[src/pkg/psm_pkg.sv]
package psm_pkg;
    // data path widths
    localparam int DATA_W = 32;
    localparam int ADDR_W = 20;
    localparam int BE_W = 4;
    localparam int FIFO_DEPTH = 16;
    // secondary control layout: [1:0] rd lat, [3:2] wr lat, [4] cs ext, [5] ren mode, [6] clk sel
    localparam int CFG_W = 7;
    localparam int CFG_RL_LSB = 0;
    localparam int CFG_WL_LSB = 2;
    localparam int CFG_EXT_BIT = 4;
    localparam int CFG_REN_BIT = 5;
    localparam int CFG_CLK_BIT = 6;
    localparam logic [6:0] CFG_RESET = 7'h00;
    // clock outputs: one is core/2, two is core/4
    localparam logic [1:0] DIV_RESET = 2'h0;
    localparam logic [2:0] AGE_RESET = 3'h0;

    typedef enum logic [1:0]
    {
        PSM_IDLE = 2'b00,
        PSM_ACC = 2'b01,
        PSM_DESEL = 2'b10
    } psm_state_t;

    typedef struct packed
    {
        logic wr;
        logic [BE_W-1:0] be;
        logic [ADDR_W-1:0] addr;
        logic [DATA_W-1:0] data;
    } psm_req_t;

    localparam int REQ_W = $bits(psm_req_t);
endpackage : psm_pkg

[src/pkg/psm_stream_if.sv]
`timescale 1ns/1ps
interface psm_stream_if #(parameter int W = 8);
    logic in_valid;
    logic in_ready;
    logic [W-1:0] in_data;
    logic out_valid;
    logic out_ready;
    logic [W-1:0] out_data;

    modport fifo_mp (input in_valid, input in_data, input out_ready,
                     output in_ready, output out_valid, output out_data);
    modport user_mp (output in_valid, output in_data, output out_ready,
                     input in_ready, input out_valid, input out_data);
endinterface : psm_stream_if

[src/logic/psm_sync_mem_if.sv]
`timescale 1ns/1ps
// Overview of operation
// - read latency 0 to 3 cycles, programmable
// - write latency 0 to 3 cycles, programmable
// - extension off: chip select drops after command
// - extension on: chip select follows output enable
// - strobe mode 0: address strobe, deselect cycles
// - strobe mode 1: fifo read enable, no deselect
// - interface runs on one of two clocks
// - settings held in secondary control register
// - read data captured on selected rising edge
// - pins change only on selected rising edge
// - shared pins act as strobe, oe, we
module psm_sync_mem_if
    import psm_pkg::*;
(
    // clock and reset
    input wire logic core_clk_in,
    input wire logic rst_in,
    // secondary control load
    input wire logic cfg_load_in,
    input wire logic [CFG_W-1:0] cfg_in,
    output logic cfg_ready_out,
    output logic [CFG_W-1:0] space_secondary_control_out,
    // request stream
    input wire logic req_valid_in,
    input wire logic req_write_in,
    input wire logic [ADDR_W-1:0] req_addr_in,
    input wire logic [BE_W-1:0] req_be_in,
    input wire logic [DATA_W-1:0] req_data_in,
    output logic req_ready_out,
    // read return
    output logic rd_valid_out,
    output logic [DATA_W-1:0] rd_data_out,
    // external clocks
    output logic ext_clock_out_one,
    output logic ext_clock_out_two,
    // memory pins
    output logic chip_select_n_out,
    output logic [BE_W-1:0] byte_enable_n_out,
    output logic [ADDR_W-1:0] ext_addr_bus_out,
    output logic addr_strobe_or_read_en_n_out,
    output logic sync_output_en_n_out,
    output logic sync_write_en_n_out,
    input wire logic [DATA_W-1:0] ext_data_bus_in,
    output logic [DATA_W-1:0] ext_data_bus_out,
    output logic ext_data_bus_oe_out
);
    psm_stream_if #(.W(REQ_W)) q ();

    logic [1:0] div_r;
    logic [CFG_W-1:0] cfg_r;
    psm_state_t state_r;
    logic [2:0] age_r;
    logic [1:0] lat_r;
    logic wr_r;
    logic rd_valid_r;
    logic [DATA_W-1:0] rd_data_r;
    logic tick_w;
    logic done_w;
    logic start_w;
    logic ext_w;
    logic ren_w;
    psm_req_t head_w;
    psm_req_t req_w;

    // request buffer
    assign req_w = '{wr: req_write_in, be: req_be_in, addr: req_addr_in, data: req_data_in};
    assign q.in_valid = req_valid_in;
    assign q.in_data = req_w;
    assign req_ready_out = q.in_ready;
    assign head_w = psm_req_t'(q.out_data);
    assign q.out_ready = start_w;

    psm_fifo #(.W(REQ_W), .DEPTH(FIFO_DEPTH)) u_fifo (
        .core_clk_in(core_clk_in),
        .rst_in(rst_in),
        .q(q)
    );

    // clock dividers for both external clocks
    always_ff @(posedge core_clk_in or posedge rst_in)
    begin
        if (rst_in)
            div_r <= DIV_RESET;
        else
            div_r <= div_r + 2'h1;
    end
    assign ext_clock_out_one = div_r[0];
    assign ext_clock_out_two = div_r[1];

    // rising edge of the selected clock is due at this core edge
    assign tick_w = cfg_r[CFG_CLK_BIT] ? (div_r == 2'h1) : !div_r[0];

    // secondary control register, loadable only between accesses
    assign cfg_ready_out = (state_r == PSM_IDLE) && !q.out_valid;
    always_ff @(posedge core_clk_in or posedge rst_in)
    begin
        if (rst_in)
            cfg_r <= CFG_RESET;
        else if (cfg_load_in && cfg_ready_out)
            cfg_r <= cfg_in;
    end
    assign space_secondary_control_out = cfg_r;
    assign ext_w = cfg_r[CFG_EXT_BIT];
    assign ren_w = cfg_r[CFG_REN_BIT];

    // access sequencing
    assign done_w = tick_w && (state_r == PSM_ACC) && (age_r == {1'b0, lat_r});
    assign start_w = tick_w && q.out_valid && ((state_r == PSM_IDLE) || (done_w && ren_w));

    always_ff @(posedge core_clk_in or posedge rst_in)
    begin
        if (rst_in)
        begin
            state_r <= PSM_IDLE;
            age_r <= AGE_RESET;
            lat_r <= 2'h0;
            wr_r <= 1'b0;
        end
        else if (start_w)
        begin
            state_r <= PSM_ACC;
            age_r <= AGE_RESET;
            wr_r <= head_w.wr;
            lat_r <= head_w.wr ? cfg_r[CFG_WL_LSB +: 2] : cfg_r[CFG_RL_LSB +: 2];
        end
        else if (tick_w)
        begin
            unique case (state_r)
                PSM_IDLE: state_r <= PSM_IDLE;
                PSM_ACC:
                begin
                    age_r <= age_r + 3'h1;
                    if (done_w)
                        state_r <= ren_w ? PSM_IDLE : PSM_DESEL;
                end
                PSM_DESEL: state_r <= PSM_IDLE;
                default: state_r <= PSM_IDLE;
            endcase
        end
    end

    // memory pins, updated only on selected clock edges
    always_ff @(posedge core_clk_in or posedge rst_in)
    begin
        if (rst_in)
        begin
            chip_select_n_out <= 1'b1;
            byte_enable_n_out <= '1;
            ext_addr_bus_out <= '0;
            addr_strobe_or_read_en_n_out <= 1'b1;
            sync_output_en_n_out <= 1'b1;
            sync_write_en_n_out <= 1'b1;
            ext_data_bus_out <= '0;
            ext_data_bus_oe_out <= 1'b0;
        end
        else if (start_w)
        begin
            chip_select_n_out <= 1'b0;
            byte_enable_n_out <= ~head_w.be;
            ext_addr_bus_out <= head_w.addr;
            addr_strobe_or_read_en_n_out <= 1'b0;
            sync_output_en_n_out <= head_w.wr;
            sync_write_en_n_out <= !head_w.wr;
            ext_data_bus_out <= head_w.data;
            ext_data_bus_oe_out <= head_w.wr && (cfg_r[CFG_WL_LSB +: 2] == 2'h0);
        end
        else if (tick_w && (state_r == PSM_ACC))
        begin
            addr_strobe_or_read_en_n_out <= 1'b1;
            sync_write_en_n_out <= 1'b1;
            if (done_w)
            begin
                chip_select_n_out <= 1'b1;
                sync_output_en_n_out <= 1'b1;
                ext_data_bus_oe_out <= 1'b0;
            end
            else
            begin
                chip_select_n_out <= !(ext_w && !wr_r);
                ext_data_bus_oe_out <= ext_data_bus_oe_out
                    || (wr_r && (age_r + 3'h1 == {1'b0, lat_r}));
            end
        end
    end

    // read data capture at the programmed latency
    always_ff @(posedge core_clk_in or posedge rst_in)
    begin
        if (rst_in)
        begin
            rd_valid_r <= 1'b0;
            rd_data_r <= '0;
        end
        else
        begin
            rd_valid_r <= done_w && !wr_r;
            if (done_w && !wr_r)
                rd_data_r <= ext_data_bus_in;
        end
    end
    assign rd_valid_out = rd_valid_r;
    assign rd_data_out = rd_data_r;

    // checks
    property p_rd_lat;
        @(posedge core_clk_in) disable iff (rst_in)
        rd_valid_out |-> ($past(age_r) == {1'b0, $past(lat_r)}) && !$past(wr_r);
    endproperty
    a_rd_lat: assert property (p_rd_lat) else $error("read captured off latency");

    property p_wr_lat;
        @(posedge core_clk_in) disable iff (rst_in)
        $rose(ext_data_bus_oe_out) |-> wr_r && (age_r == {1'b0, lat_r});
    endproperty
    a_wr_lat: assert property (p_wr_lat) else $error("write data off latency");

    property p_cs_short;
        @(posedge core_clk_in) disable iff (rst_in)
        (state_r == PSM_ACC && age_r != 3'h0 && !ext_w) |-> chip_select_n_out;
    endproperty
    a_cs_short: assert property (p_cs_short) else $error("chip select held");

    property p_cs_ext;
        @(posedge core_clk_in) disable iff (rst_in)
        (ext_w && !sync_output_en_n_out) |-> !chip_select_n_out;
    endproperty
    a_cs_ext: assert property (p_cs_ext) else $error("chip select dropped early");

    property p_desel;
        @(posedge core_clk_in) disable iff (rst_in)
        (done_w && !ren_w) |=> (state_r == PSM_DESEL) && chip_select_n_out
            && addr_strobe_or_read_en_n_out;
    endproperty
    a_desel: assert property (p_desel) else $error("deselect cycle missing");

    property p_no_desel;
        @(posedge core_clk_in) disable iff (rst_in)
        (done_w && ren_w && q.out_valid) |=> !addr_strobe_or_read_en_n_out;
    endproperty
    a_no_desel: assert property (p_no_desel) else $error("gap in fifo mode");

    property p_clk_sel;
        @(posedge core_clk_in) disable iff (rst_in)
        tick_w |=> ($past(cfg_r[CFG_CLK_BIT]) ? ext_clock_out_two : ext_clock_out_one);
    endproperty
    a_clk_sel: assert property (p_clk_sel) else $error("tick off selected clock");

    property p_cfg;
        @(posedge core_clk_in) disable iff (rst_in)
        (cfg_load_in && cfg_ready_out) |=> space_secondary_control_out == $past(cfg_in);
    endproperty
    a_cfg: assert property (p_cfg) else $error("control register not loaded");

    property p_capture;
        @(posedge core_clk_in) disable iff (rst_in)
        rd_valid_out |-> rd_data_out == $past(ext_data_bus_in);
    endproperty
    a_capture: assert property (p_capture) else $error("wrong read data");

    property p_pin_edge;
        @(posedge core_clk_in) disable iff (rst_in)
        ($changed(ext_addr_bus_out) || $changed(chip_select_n_out)) |-> $past(tick_w);
    endproperty
    a_pin_edge: assert property (p_pin_edge) else $error("pin moved off edge");
endmodule : psm_sync_mem_if

[src/logic/psm_fifo.sv]
`timescale 1ns/1ps
module psm_fifo #(
    parameter int W = 8,
    parameter int DEPTH = 16
) (
    // clock and reset
    input wire logic core_clk_in,
    input wire logic rst_in,
    // both sides
    psm_stream_if.fifo_mp q
);
    localparam int PW = $clog2(DEPTH);

    logic [W-1:0] mem_r [DEPTH];
    logic [PW:0] wr_ptr_r;
    logic [PW:0] rd_ptr_r;
    logic out_valid_r;
    logic [W-1:0] out_data_r;
    logic [PW:0] count_w;
    logic push_w;
    logic load_w;

    // occupancy and handshakes
    assign count_w = wr_ptr_r - rd_ptr_r;
    assign q.in_ready = (count_w != DEPTH[PW:0]);
    assign push_w = q.in_valid && q.in_ready;
    assign load_w = (count_w != '0) && (!out_valid_r || q.out_ready);
    assign q.out_valid = out_valid_r;
    assign q.out_data = out_data_r;

    // storage array, one write port
    always_ff @(posedge core_clk_in)
    begin
        if (push_w)
        begin
            mem_r[wr_ptr_r[PW-1:0]] <= q.in_data;
        end
    end

    // pointers
    always_ff @(posedge core_clk_in or posedge rst_in)
    begin
        if (rst_in)
        begin
            wr_ptr_r <= '0;
            rd_ptr_r <= '0;
        end
        else
        begin
            if (push_w)
                wr_ptr_r <= wr_ptr_r + 1'b1;
            if (load_w)
                rd_ptr_r <= rd_ptr_r + 1'b1;
        end
    end

    // registered head word
    always_ff @(posedge core_clk_in or posedge rst_in)
    begin
        if (rst_in)
        begin
            out_valid_r <= 1'b0;
            out_data_r <= '0;
        end
        else if (load_w)
        begin
            out_valid_r <= 1'b1;
            out_data_r <= mem_r[rd_ptr_r[PW-1:0]];
        end
        else if (q.out_ready)
        begin
            out_valid_r <= 1'b0;
        end
    end
endmodule : psm_fifo

[config.mk]
export PLATFORM = sky130hd
export DESIGN_NAME = psm_sync_mem_if
export DESIGN_NICKNAME = d
export VERILOG_FILES = /design/src/pkg/psm_pkg.sv /design/src/pkg/psm_stream_if.sv /design/src/logic/psm_sync_mem_if.sv /design/src/logic/psm_fifo.sv
export SDC_FILE = /design/constraint.sdc
export NUM_CORES = 1
export LEC_CHECK = 0
export ABC_AREA = 1
export BUFFER_PORTS_ARGS = -buffer_cell sky130_fd_sc_hd__buf_2
export CORE_ASPECT_RATIO = 1.75
export CORE_UTILIZATION = 50
export DETAILED_ROUTE_END_ITERATION = 10
export GPL_TIMING_DRIVEN = 0
export MAX_ROUTING_LAYER = met4
export PLACE_DENSITY = 0.65
export SLEW_MARGIN = 20
export SYNTH_ARGS = -nofsm -noshare
export SYNTH_HDL_FRONTEND = slang
export SYNTH_SLANG_ARGS = --single-unit
export TNS_END_PERCENT = 10
[constraint.sdc]
create_clock -name core_clk_in -period 6.27 [get_ports core_clk_in]
set_input_delay 0.3135 -clock core_clk_in [delete_from_list [all_inputs] [get_ports core_clk_in]]
set_output_delay 0.3135 -clock core_clk_in [all_outputs]
set_load 0.01 [all_outputs]
# Yosys cells after proc, flatten, opt, wreduce, memory -nomap -nowiden
# Memories as Yosys holds them, arrays and structs flattened. A register that Yosys moved wholly into a read port is not among the register bits.
# Index checks and enable logic that the tools add are counted.
# classes
add_sub_neg,5
n_eq_ne,6
mux,26
n_bitwise,1
n_reduce_logical,32
# ops
operator,count
2-to-1 mux 1 bit,17
logical AND 1 bit,13
2-to-1 mux 2 bit,6
adder 5 x 1 -> 5 bit (second input constant),2
nonzero test 2 bit,5
2-to-1 mux 3 bit,3
equality test 3 x 2 -> 1 bit,2
AND reduction 2 bit,3
logical NOT 1 bit,5
inequality test 5 bit (second input constant),1
nonzero test 5 bit,1
subtractor 5 bit,1
equality test 2 x 1 -> 1 bit (second input constant),2
logical NOT 2 bit,2
inverter 4 bit,1
adder 3 x 1 -> 3 bit (second input constant),1
logical OR 1 bit,3
inequality test 3 x 2 -> 1 bit (second input constant),1
adder 2 x 1 -> 2 bit (second input constant),1
# totals
regBits,122
ramBits,912
inputBits,100
out_inout_bits,105
word_cells,90
mem_count,1
# mem_list
memory,depth,word_bits,rd,rd_ports_with_merged_regs,wr,line,text
u_fifo.mem_r,16,57,1,1,1,psm_fifo.sv:14,logic [W-1:0] mem_r [DEPTH];

# Logic depth before layout (Yosys ltp)
# Gate-level depths: netlist (run 1).
# logic_depth
ltp_word,10
mapped_depth,17
mapped_depth_nobuf,14

# By module
# From an unflattened synthesis (run 1), not the netlist that was laid out.
# hier_totals
hier_cells,4704
area_unflattened_um2,47111.4
# modules_own_cells
mod,instances,cells_each,area_per_inst_um2,seq_area_each_um2
psm_fifo,1,4282,42722.2,29087.9
psm_sync_mem_if,1,422,4389.2,2787.7

# Worst setup path after synthesis (run 1)
# OpenSTA, ideal clock, no wires.
# synth_timing
path_type,register -> register
start,register u_fifo.rd_ptr_r[1]
end,"memory u_fifo.mem_r[11][0] in the netlist's numbering, enable pin"
setup_time_ns,0.472
arrival_time_ns,4.532
required_ns,5.798
setup_slack_ns,1.266
path_stages_with_launch,16
n_path_buf,4
synth_period_minus_slack_ns,5.004
path_cell_list,dfrtp_1 > buf_2 > inv_1 > clkbuf_2 > buf_2 > ha_1 > nand2_1 > nand2_1 > nand3_1 > nand2_1 > xor2_1 > inv_1 > nand2_1 > nand2_1 > buf_2 > nor2_1
# synth_between
elab_chain_cells,5
# synth_rtl
element,line,text
start: declaration,psm_fifo.sv:16,logic [PW:0] rd_ptr_r;
start signal: assignment,psm_fifo.sv:53,rd_ptr_r <= rd_ptr_r + 1'b1;
subtractor 5 bit,psm_fifo.sv:24,assign count_w = wr_ptr_r - rd_ptr_r;
inequality test 5 bit,psm_fifo.sv:25,assign q.in_ready = (count_w != DEPTH[PW:0]);
net req_ready_out,psm_sync_mem_if.sv:31,"output logic req_ready_out,"
logical AND 1 bit,psm_fifo.sv:26,assign push_w = q.in_valid && q.in_ready;
2-to-1 mux 1 bit,psm_fifo.sv:34,if (push_w)
2-to-1 mux 1 bit (not written as such),psm_fifo.sv:36,mem_r[wr_ptr_r[PW-1:0]] <= q.in_data;
end: declaration,psm_fifo.sv:14,
# The timed path passes the listed nets, and every way through them passes these cells.

# Final worst setup path (run 1)
# layout_timing
start,register u_fifo.rd_ptr_r[2]
end,"memory u_fifo.mem_r[6][7] in the netlist's numbering, enable pin"
# layout_between
elab_chain_cells,5
# layout_rtl
element,line
subtractor 5 bit,psm_fifo.sv:24
inequality test 5 bit,psm_fifo.sv:25
logical AND 1 bit,psm_fifo.sv:26
2-to-1 mux 1 bit,psm_fifo.sv:34
2-to-1 mux 1 bit (not written as such),psm_fifo.sv:36
# Every way passes these cells.

==> results.txt, run 1 <==
# hold bufs at CTS -> 80
worst slack at placement -> 2010 ps
r2r setup slk -> 1960 ps
DIE HEIGHT -> 392 µm
CTS buffer count -> 95
Logic pwr share -> 0.371
first-pass GRT wire length -> 179 mm
routability cong. -> 0.864
Non-Filler Instances -> 5,209
area grow syn2layout -> 17.1%
Synth Area per Inst -> 12.2 µm²
IO Port Bufs -> 204
Peak supply drop -> 297 µV
Clock Skews -> 27.2 ps
vias in the first global route -> 29,030
CTS tree -> built
cell mode on critical path -> nand2_1
Yosys cell types -> 37
Fillers -> 6,788
H-tree levels -> 3
P_int -> 15.0 mW
final wirelength -> 122 mm
Final Hold Viols -> 0
Critical Path Start Type -> register
post-route ant nets -> 0
Finished Core Util -> 0.592
Mapped Area -> 43,400 µm²
setup TNS -> 0 ps
critical path's slowest cell -> nor2_4
Row Count -> 142
net count after synthesis -> 3,662
CTS sink cnt -> 1,091
dpl hpwl -> 83.7 mm
share of flip-flops with an asynchronous set or reset -> 0.164
dpl cell area -> 47,000 µm²
Worst-path clk slew -> 60 ps
Layout Nets -> 4,086
Syn Inst Count -> 3,551
commonest non-fill, non-tap cell in the layout -> edfxtp_1
post-cts resize count -> 0
Switch Pwr -> 9.32 mW
Starting Density -> 0.506
Setup Viol. Count Final -> 0
synthesis-stage register bit count -> 1,091
Worst EP arrival -> 4680 ps
# DRC -> 0
critical-path cell list -> buf_2, inv_1, clkbuf_1, ha_1, nand3_1, nand2_1, xor2_1, inv_1, nand2_1, nand2_1, buf_2, nor2_4, buf_12
max cap viols -> 0
relative slew slack -> 0.339
Clock power frac -> 0.239
RSZ-0062 raised after global routing -> no
share of layout cells above drive strength 1 -> 0.138
Reg area -> 31,900 µm²
TritonRoute pass-1 iters -> 6
worst skew pair latency -> 700 ps
GRT overflow -> 0
Final Cell Area -> 50,800 µm²
slowest stage delay, CP -> 670 ps
IO Pins -> 205
Fmax -> 232 MHz
CP Class -> register to register
Critical Path End Type -> register
YS warnings -> 0
Flop pwr share -> 0.389
Final Critical Period -> 4310 ps
post-CTS setup repair buffer count -> 0
die area -> 88,100 µm²
Final WS setup -> 1960 ps
Least-Margin Pin Slew -> 992 ps
status -> completed
DP Cell Count -> 4,950
total power -> 24.3 mW
wire per inst -> 23.4 µm
static leakage -> 18.8 nW
Reg2Reg Depth -> 13
number of synthesized flops with an enable pin -> 912
Final Slew Violations -> 0
hold path depth -> 1
Synth Flop Type -> edfxtp_1
root buf cell -> clkbuf_16
width of the chip -> 225 µm
worst hold slack -> 29.8 ps
clock buffer depth -> 3
via count -> 29,292
Vias/cell -> 5.62
initial antenna violation count -> 3
Pwr per Cell Area -> 477 nW/µm²
required time worst endpoint -> 6640 ps
Initial DRC Count -> 2,763
Multi-input gate area -> 10,100 µm²
most frequent cells in the layout -> edfxtp_1, nor2_1, nand2_1
Crit Path Max Fanout -> 22
Sw Share -> 0.384
sequential fraction of the synthesis area -> 0.734
worst hold path type -> input port to register
area of the core -> 85,800 µm²
pin count of the biggest net entering global routing -> 97
Tot GR Track Use -> 0.287
Final Cycle Share -> 0.687
## sequential cells by signal, indices dropped and copies added, names as in the netlist, 2 cells and up
signal	flops
ext_addr_bus_out	20
lat_r	2
space_secondary_control_out	7
u_fifo.rd_ptr_r	5
byte_enable_n_out	4
div_r	2
ext_data_bus_out	32
u_fifo.wr_ptr_r	5
u_fifo.mem_r	912
rd_data_out	32
age_r	3
state_r	2
u_fifo.q.out_data	57
## power by group through the flow
stage	Combinational, mW	Sequential, mW	Clock (mW)
finish	9.01	9.45	5.81
global route	9.83	9.54	6.12
CTS	9.03	9.44	5.87
detailed placement	8.95	9.59	0
global placement	8.61	9.66	0
floorplan	5.22	9.68	0
## critical path, delay by kind of cell (launching register included)
kind / cells / cell delay [ps]
xor+xnor: 1 / 200
flops: 1 / 360
buf+inv: 6 / 1780
simple gates: 5 / 1180
fa+ha+maj: 1 / 390
## logic make-up after synthesis
family,share of synthesized area
flip-flops,0.734
AND/OR/NAND/NOR,0.125
adder cells (fa/ha/maj),0.00317
AO/OA/AOI/OAI,0.0889
XOR/XNOR,0.00202
multiplexers,0.00985
buffers and inverters,0.0365
## layer usage
metal	GRT usage	up-vias	wire length, µm
met2	0.515	1306	64900
met1	0.311	14292	43200
li1	-	13353	-
met3	0.0376	341	7670
met5	-	-	0
met4	0.141	0	6090
## area by class of cell
cell class                      count  area share
Multi-Input combinational cell   2147       0.198
Clock inverter                     45     0.00657
Antenna cell                        2   0.0000984
Timing Repair Buffer              327      0.0547
Tap cell                         1152      0.0284
Clock buffer                      132      0.0536
Sequential cell                  1091       0.627
Buffer                            220      0.0242
Inverter                           93     0.00711
## worst paths after layout
kind                                  startpoint                    to
setup / recovery              u_fifo.rd_ptr_r[2]    u_fifo.mem_r[6][7]
setup reg to reg              u_fifo.rd_ptr_r[2]    u_fifo.mem_r[6][7]
hold reg to reg            u_fifo.q.out_data[55]  byte_enable_n_out[3]
hold / removal                    req_addr_in[2]  u_fifo.mem_r[11][34]
max in group asynchronous                 rst_in  byte_enable_n_out[1]
min in group asynchronous                 rst_in        rd_data_out[9]
## Yosys cell counts (30+ instances only)
master | count | area share
clkbuf_1 | 93 | 0.0080
buf_2 | 52 | 0.0060
o22ai_1 | 59 | 0.0085
o21ai_0 | 445 | 0.051
nor2_1 | 663 | 0.057
dfrtp_1 | 171 | 0.099
nand2_1 | 578 | 0.050
o211ai_1 | 114 | 0.020
o21ai_1 | 75 | 0.0086
nand3_1 | 136 | 0.016
buf_6 | 30 | 0.0078
inv_1 | 89 | 0.0077
edfxtp_1 | 912 | 0.63
No activity file was read; power rests on OpenSTA's default activity.
==> inputs of run 2 (changes only) <==
==> constraint.sdc (replaced) <==
create_clock -name core_clk_in -period 4.3 [get_ports core_clk_in]
set_input_delay 0.215 -clock core_clk_in [delete_from_list [all_inputs] [get_ports core_clk_in]]
set_output_delay 0.215 -clock core_clk_in [all_outputs]
set_load 0.01 [all_outputs]
==> results.txt, run 2 (synthesis results as in run 1) <==
relative slew slack -> 0.317 (-0.0221)
Setup Viol. Count Final -> 0 (unchanged)
required time worst endpoint -> 4680 ps (-1960 ps)
worst hold path type -> input port to register
Fillers -> 6,798 (+0.15%)
worst slack at placement -> -64.6 ps (-2080 ps)
IO Pins -> 205 (unchanged)
area grow syn2layout -> 18.1%
Pwr per Cell Area -> 694 nW/µm² (+45%)
Worst-path clk slew -> 60 ps (about the same)
pin count of the biggest net entering global routing -> 34 (-65%)
root buf cell -> clkbuf_16
Starting Density -> 0.506 (unchanged)
vias in the first global route -> 29,566 (+1.8%)
max reg flops -> 912 (unchanged)
dpl cell area -> 47,100 µm² (+0.28%)
Peak supply drop -> 511 µV (+72%)
Final Slew Violations -> 0 (unchanged)
final wirelength -> 122 mm (+0.31%)
wire per inst -> 23.3 µm (-0.26%)
first-pass GRT wire length -> 179 mm (about the same)
CTS buffer count -> 96 (+1.1%)
# DRC -> 0 (unchanged)
area of the core -> 85,800 µm² (unchanged)
Final Critical Period -> 4190 ps (-114 ps)
Finished Core Util -> 0.598 (+0.00528)
Initial DRC Count -> 2,690 (-2.6%)
DIE HEIGHT -> 392 µm (unchanged)
GRT overflow -> 0 (unchanged)
worst hold slack -> 37.9 ps (+8.09 ps)
IO Port Bufs -> 204 (unchanged)
commonest non-fill, non-tap cell in the layout -> edfxtp_1
clock buffer depth -> 3 (unchanged)
post-route ant nets -> 0 (unchanged)
worst skew pair latency -> 700 ps (about the same)
CTS sink cnt -> 1,091 (unchanged)
static leakage -> 19.0 nW (+1.1%)
share of layout cells above drive strength 1 -> 0.141 (+0.00290)
Row Count -> 142 (unchanged)
dpl hpwl -> 84.5 mm (+0.96%)
routability cong. -> 0.876 (+1.4%)
via count -> 29,392 (+0.34%)
Layout Nets -> 4,113 (+0.66%)
Crit Path Max Fanout -> 22 (unchanged)
Final Hold Viols -> 0 (unchanged)
Fmax -> 238 MHz (+2.7%)
status -> completed
Tot GR Track Use -> 0.287 (about the same)
Final WS setup -> 105 ps (-1860 ps)
width of the chip -> 225 µm (unchanged)
CTS tree -> built
most frequent cells in the layout -> edfxtp_1, nor2_1, nand2_1
CP Class -> register to register
Final Cell Area -> 51,300 µm² (+0.89%)
Final Cycle Share -> 0.976 (+0.288)
Worst EP arrival -> 4570 ps (-110 ps)
Least-Margin Pin Slew -> 1020 ps (+33.1 ps)
H-tree levels -> 3 (unchanged)
Clock Skews -> 32.7 ps (+5.50 ps)
total power -> 35.6 mW (+47%)
RSZ-0062 raised after global routing -> yes
die area -> 88,100 µm² (unchanged)
max cap viols -> 0 (unchanged)
Critical Path End Type -> register
initial antenna violation count -> 1 (-2)
Critical Path Start Type -> register
TritonRoute pass-1 iters -> 6 (unchanged)
Vias/cell -> 5.61 (-0.23%)
==> run 2: cell types whose count changed in the layout (fill, tap and decap cells not counted), sizes merged <==
cell	before	now
dlygate4sd3	80	98
buf	373	380
clkinv	34	41
inv	96	93
bufinv	3	4
clkbuf	226	225
clkinvlp	5	6
==> run 2: path summary, 6_finish.rpt <==
kind,to,slack (ps),start,cells past startpoint
min in group asynchronous,ext_addr_bus_out[4],180,rst_in,3
hold reg to reg,byte_enable_n_out[1],430,u_fifo.q.out_data[53],1
hold / removal,space_secondary_control_out[5],40,cfg_load_in,3
max in group asynchronous,byte_enable_n_out[0],2820,rst_in,7
setup reg to reg,u_fifo.mem_r[7][55],110,u_fifo.rd_ptr_r[3],12
setup / recovery,u_fifo.mem_r[7][55],110,u_fifo.rd_ptr_r[3],12
==> run 2: area by class of cell <==
cell class	instances	area (µm²)	share of cell area
inverter	93	358	0.00698
multi-input combinational	2147	10100	0.197
clock buffer	130	2780	0.0543
clock inverter	51	399	0.00778
sequential	1091	31900	0.621
buffer	219	1230	0.0240
timing repair buffer	354	3120	0.0607
tap	1152	1440	0.0281
antenna	2	5.00	0.0000976
==> run 2: critical path: stages, from the launching register on <==
cell and delay (ps):
dfrtp_1 400, clkinv_1 430, clkbuf_1 460, ha_1 450, a21oi_1 140, nand2_1 90, xor2_1 200, inv_1 60
nand2_1 210, nand2_1 140, clkbuf_4 290, nor2_4 680, buf_12 270
==> run 2: where the power goes <==
group	switching, mW	internal [mW]	total (mW)
sequential	0.637	13.1	13.8
combinational	9.11	4.05	13.2
clock	3.88	4.80	8.67
total	13.6	22.0	35.6
==> run 2: metrics by stage <==
step / instances / setup TNS (ps)
after floorplan: 3551 / -641180
after global placement: 4907 / -3395590
after detailed placement: 4957 / -826
after CTS: 5237 / 0
after global routing: 5238 / -2.20
final: 5239 / 0
==> run 2: routing by layer <==
metal  vias up  part of all wire  global-route usage
met1     14415              0.35               0.305
met5         -                 0                   -
met2      1235              0.54               0.517
met3       347             0.058              0.0373
met4         0             0.052               0.152
li1      13395                 -                   -
==> run 2: what timing repair did <==
item | 4_1_cts | 5_1_grt
hold buffers | 98 | 0
hold endpoints to repair | 986 | 0
gates cloned | 0 | 0
resized for setup | 0 | 2
pin swaps | 1 | 1
setup buffers | 1 | 1
setup endpoints to repair | 13 | 163
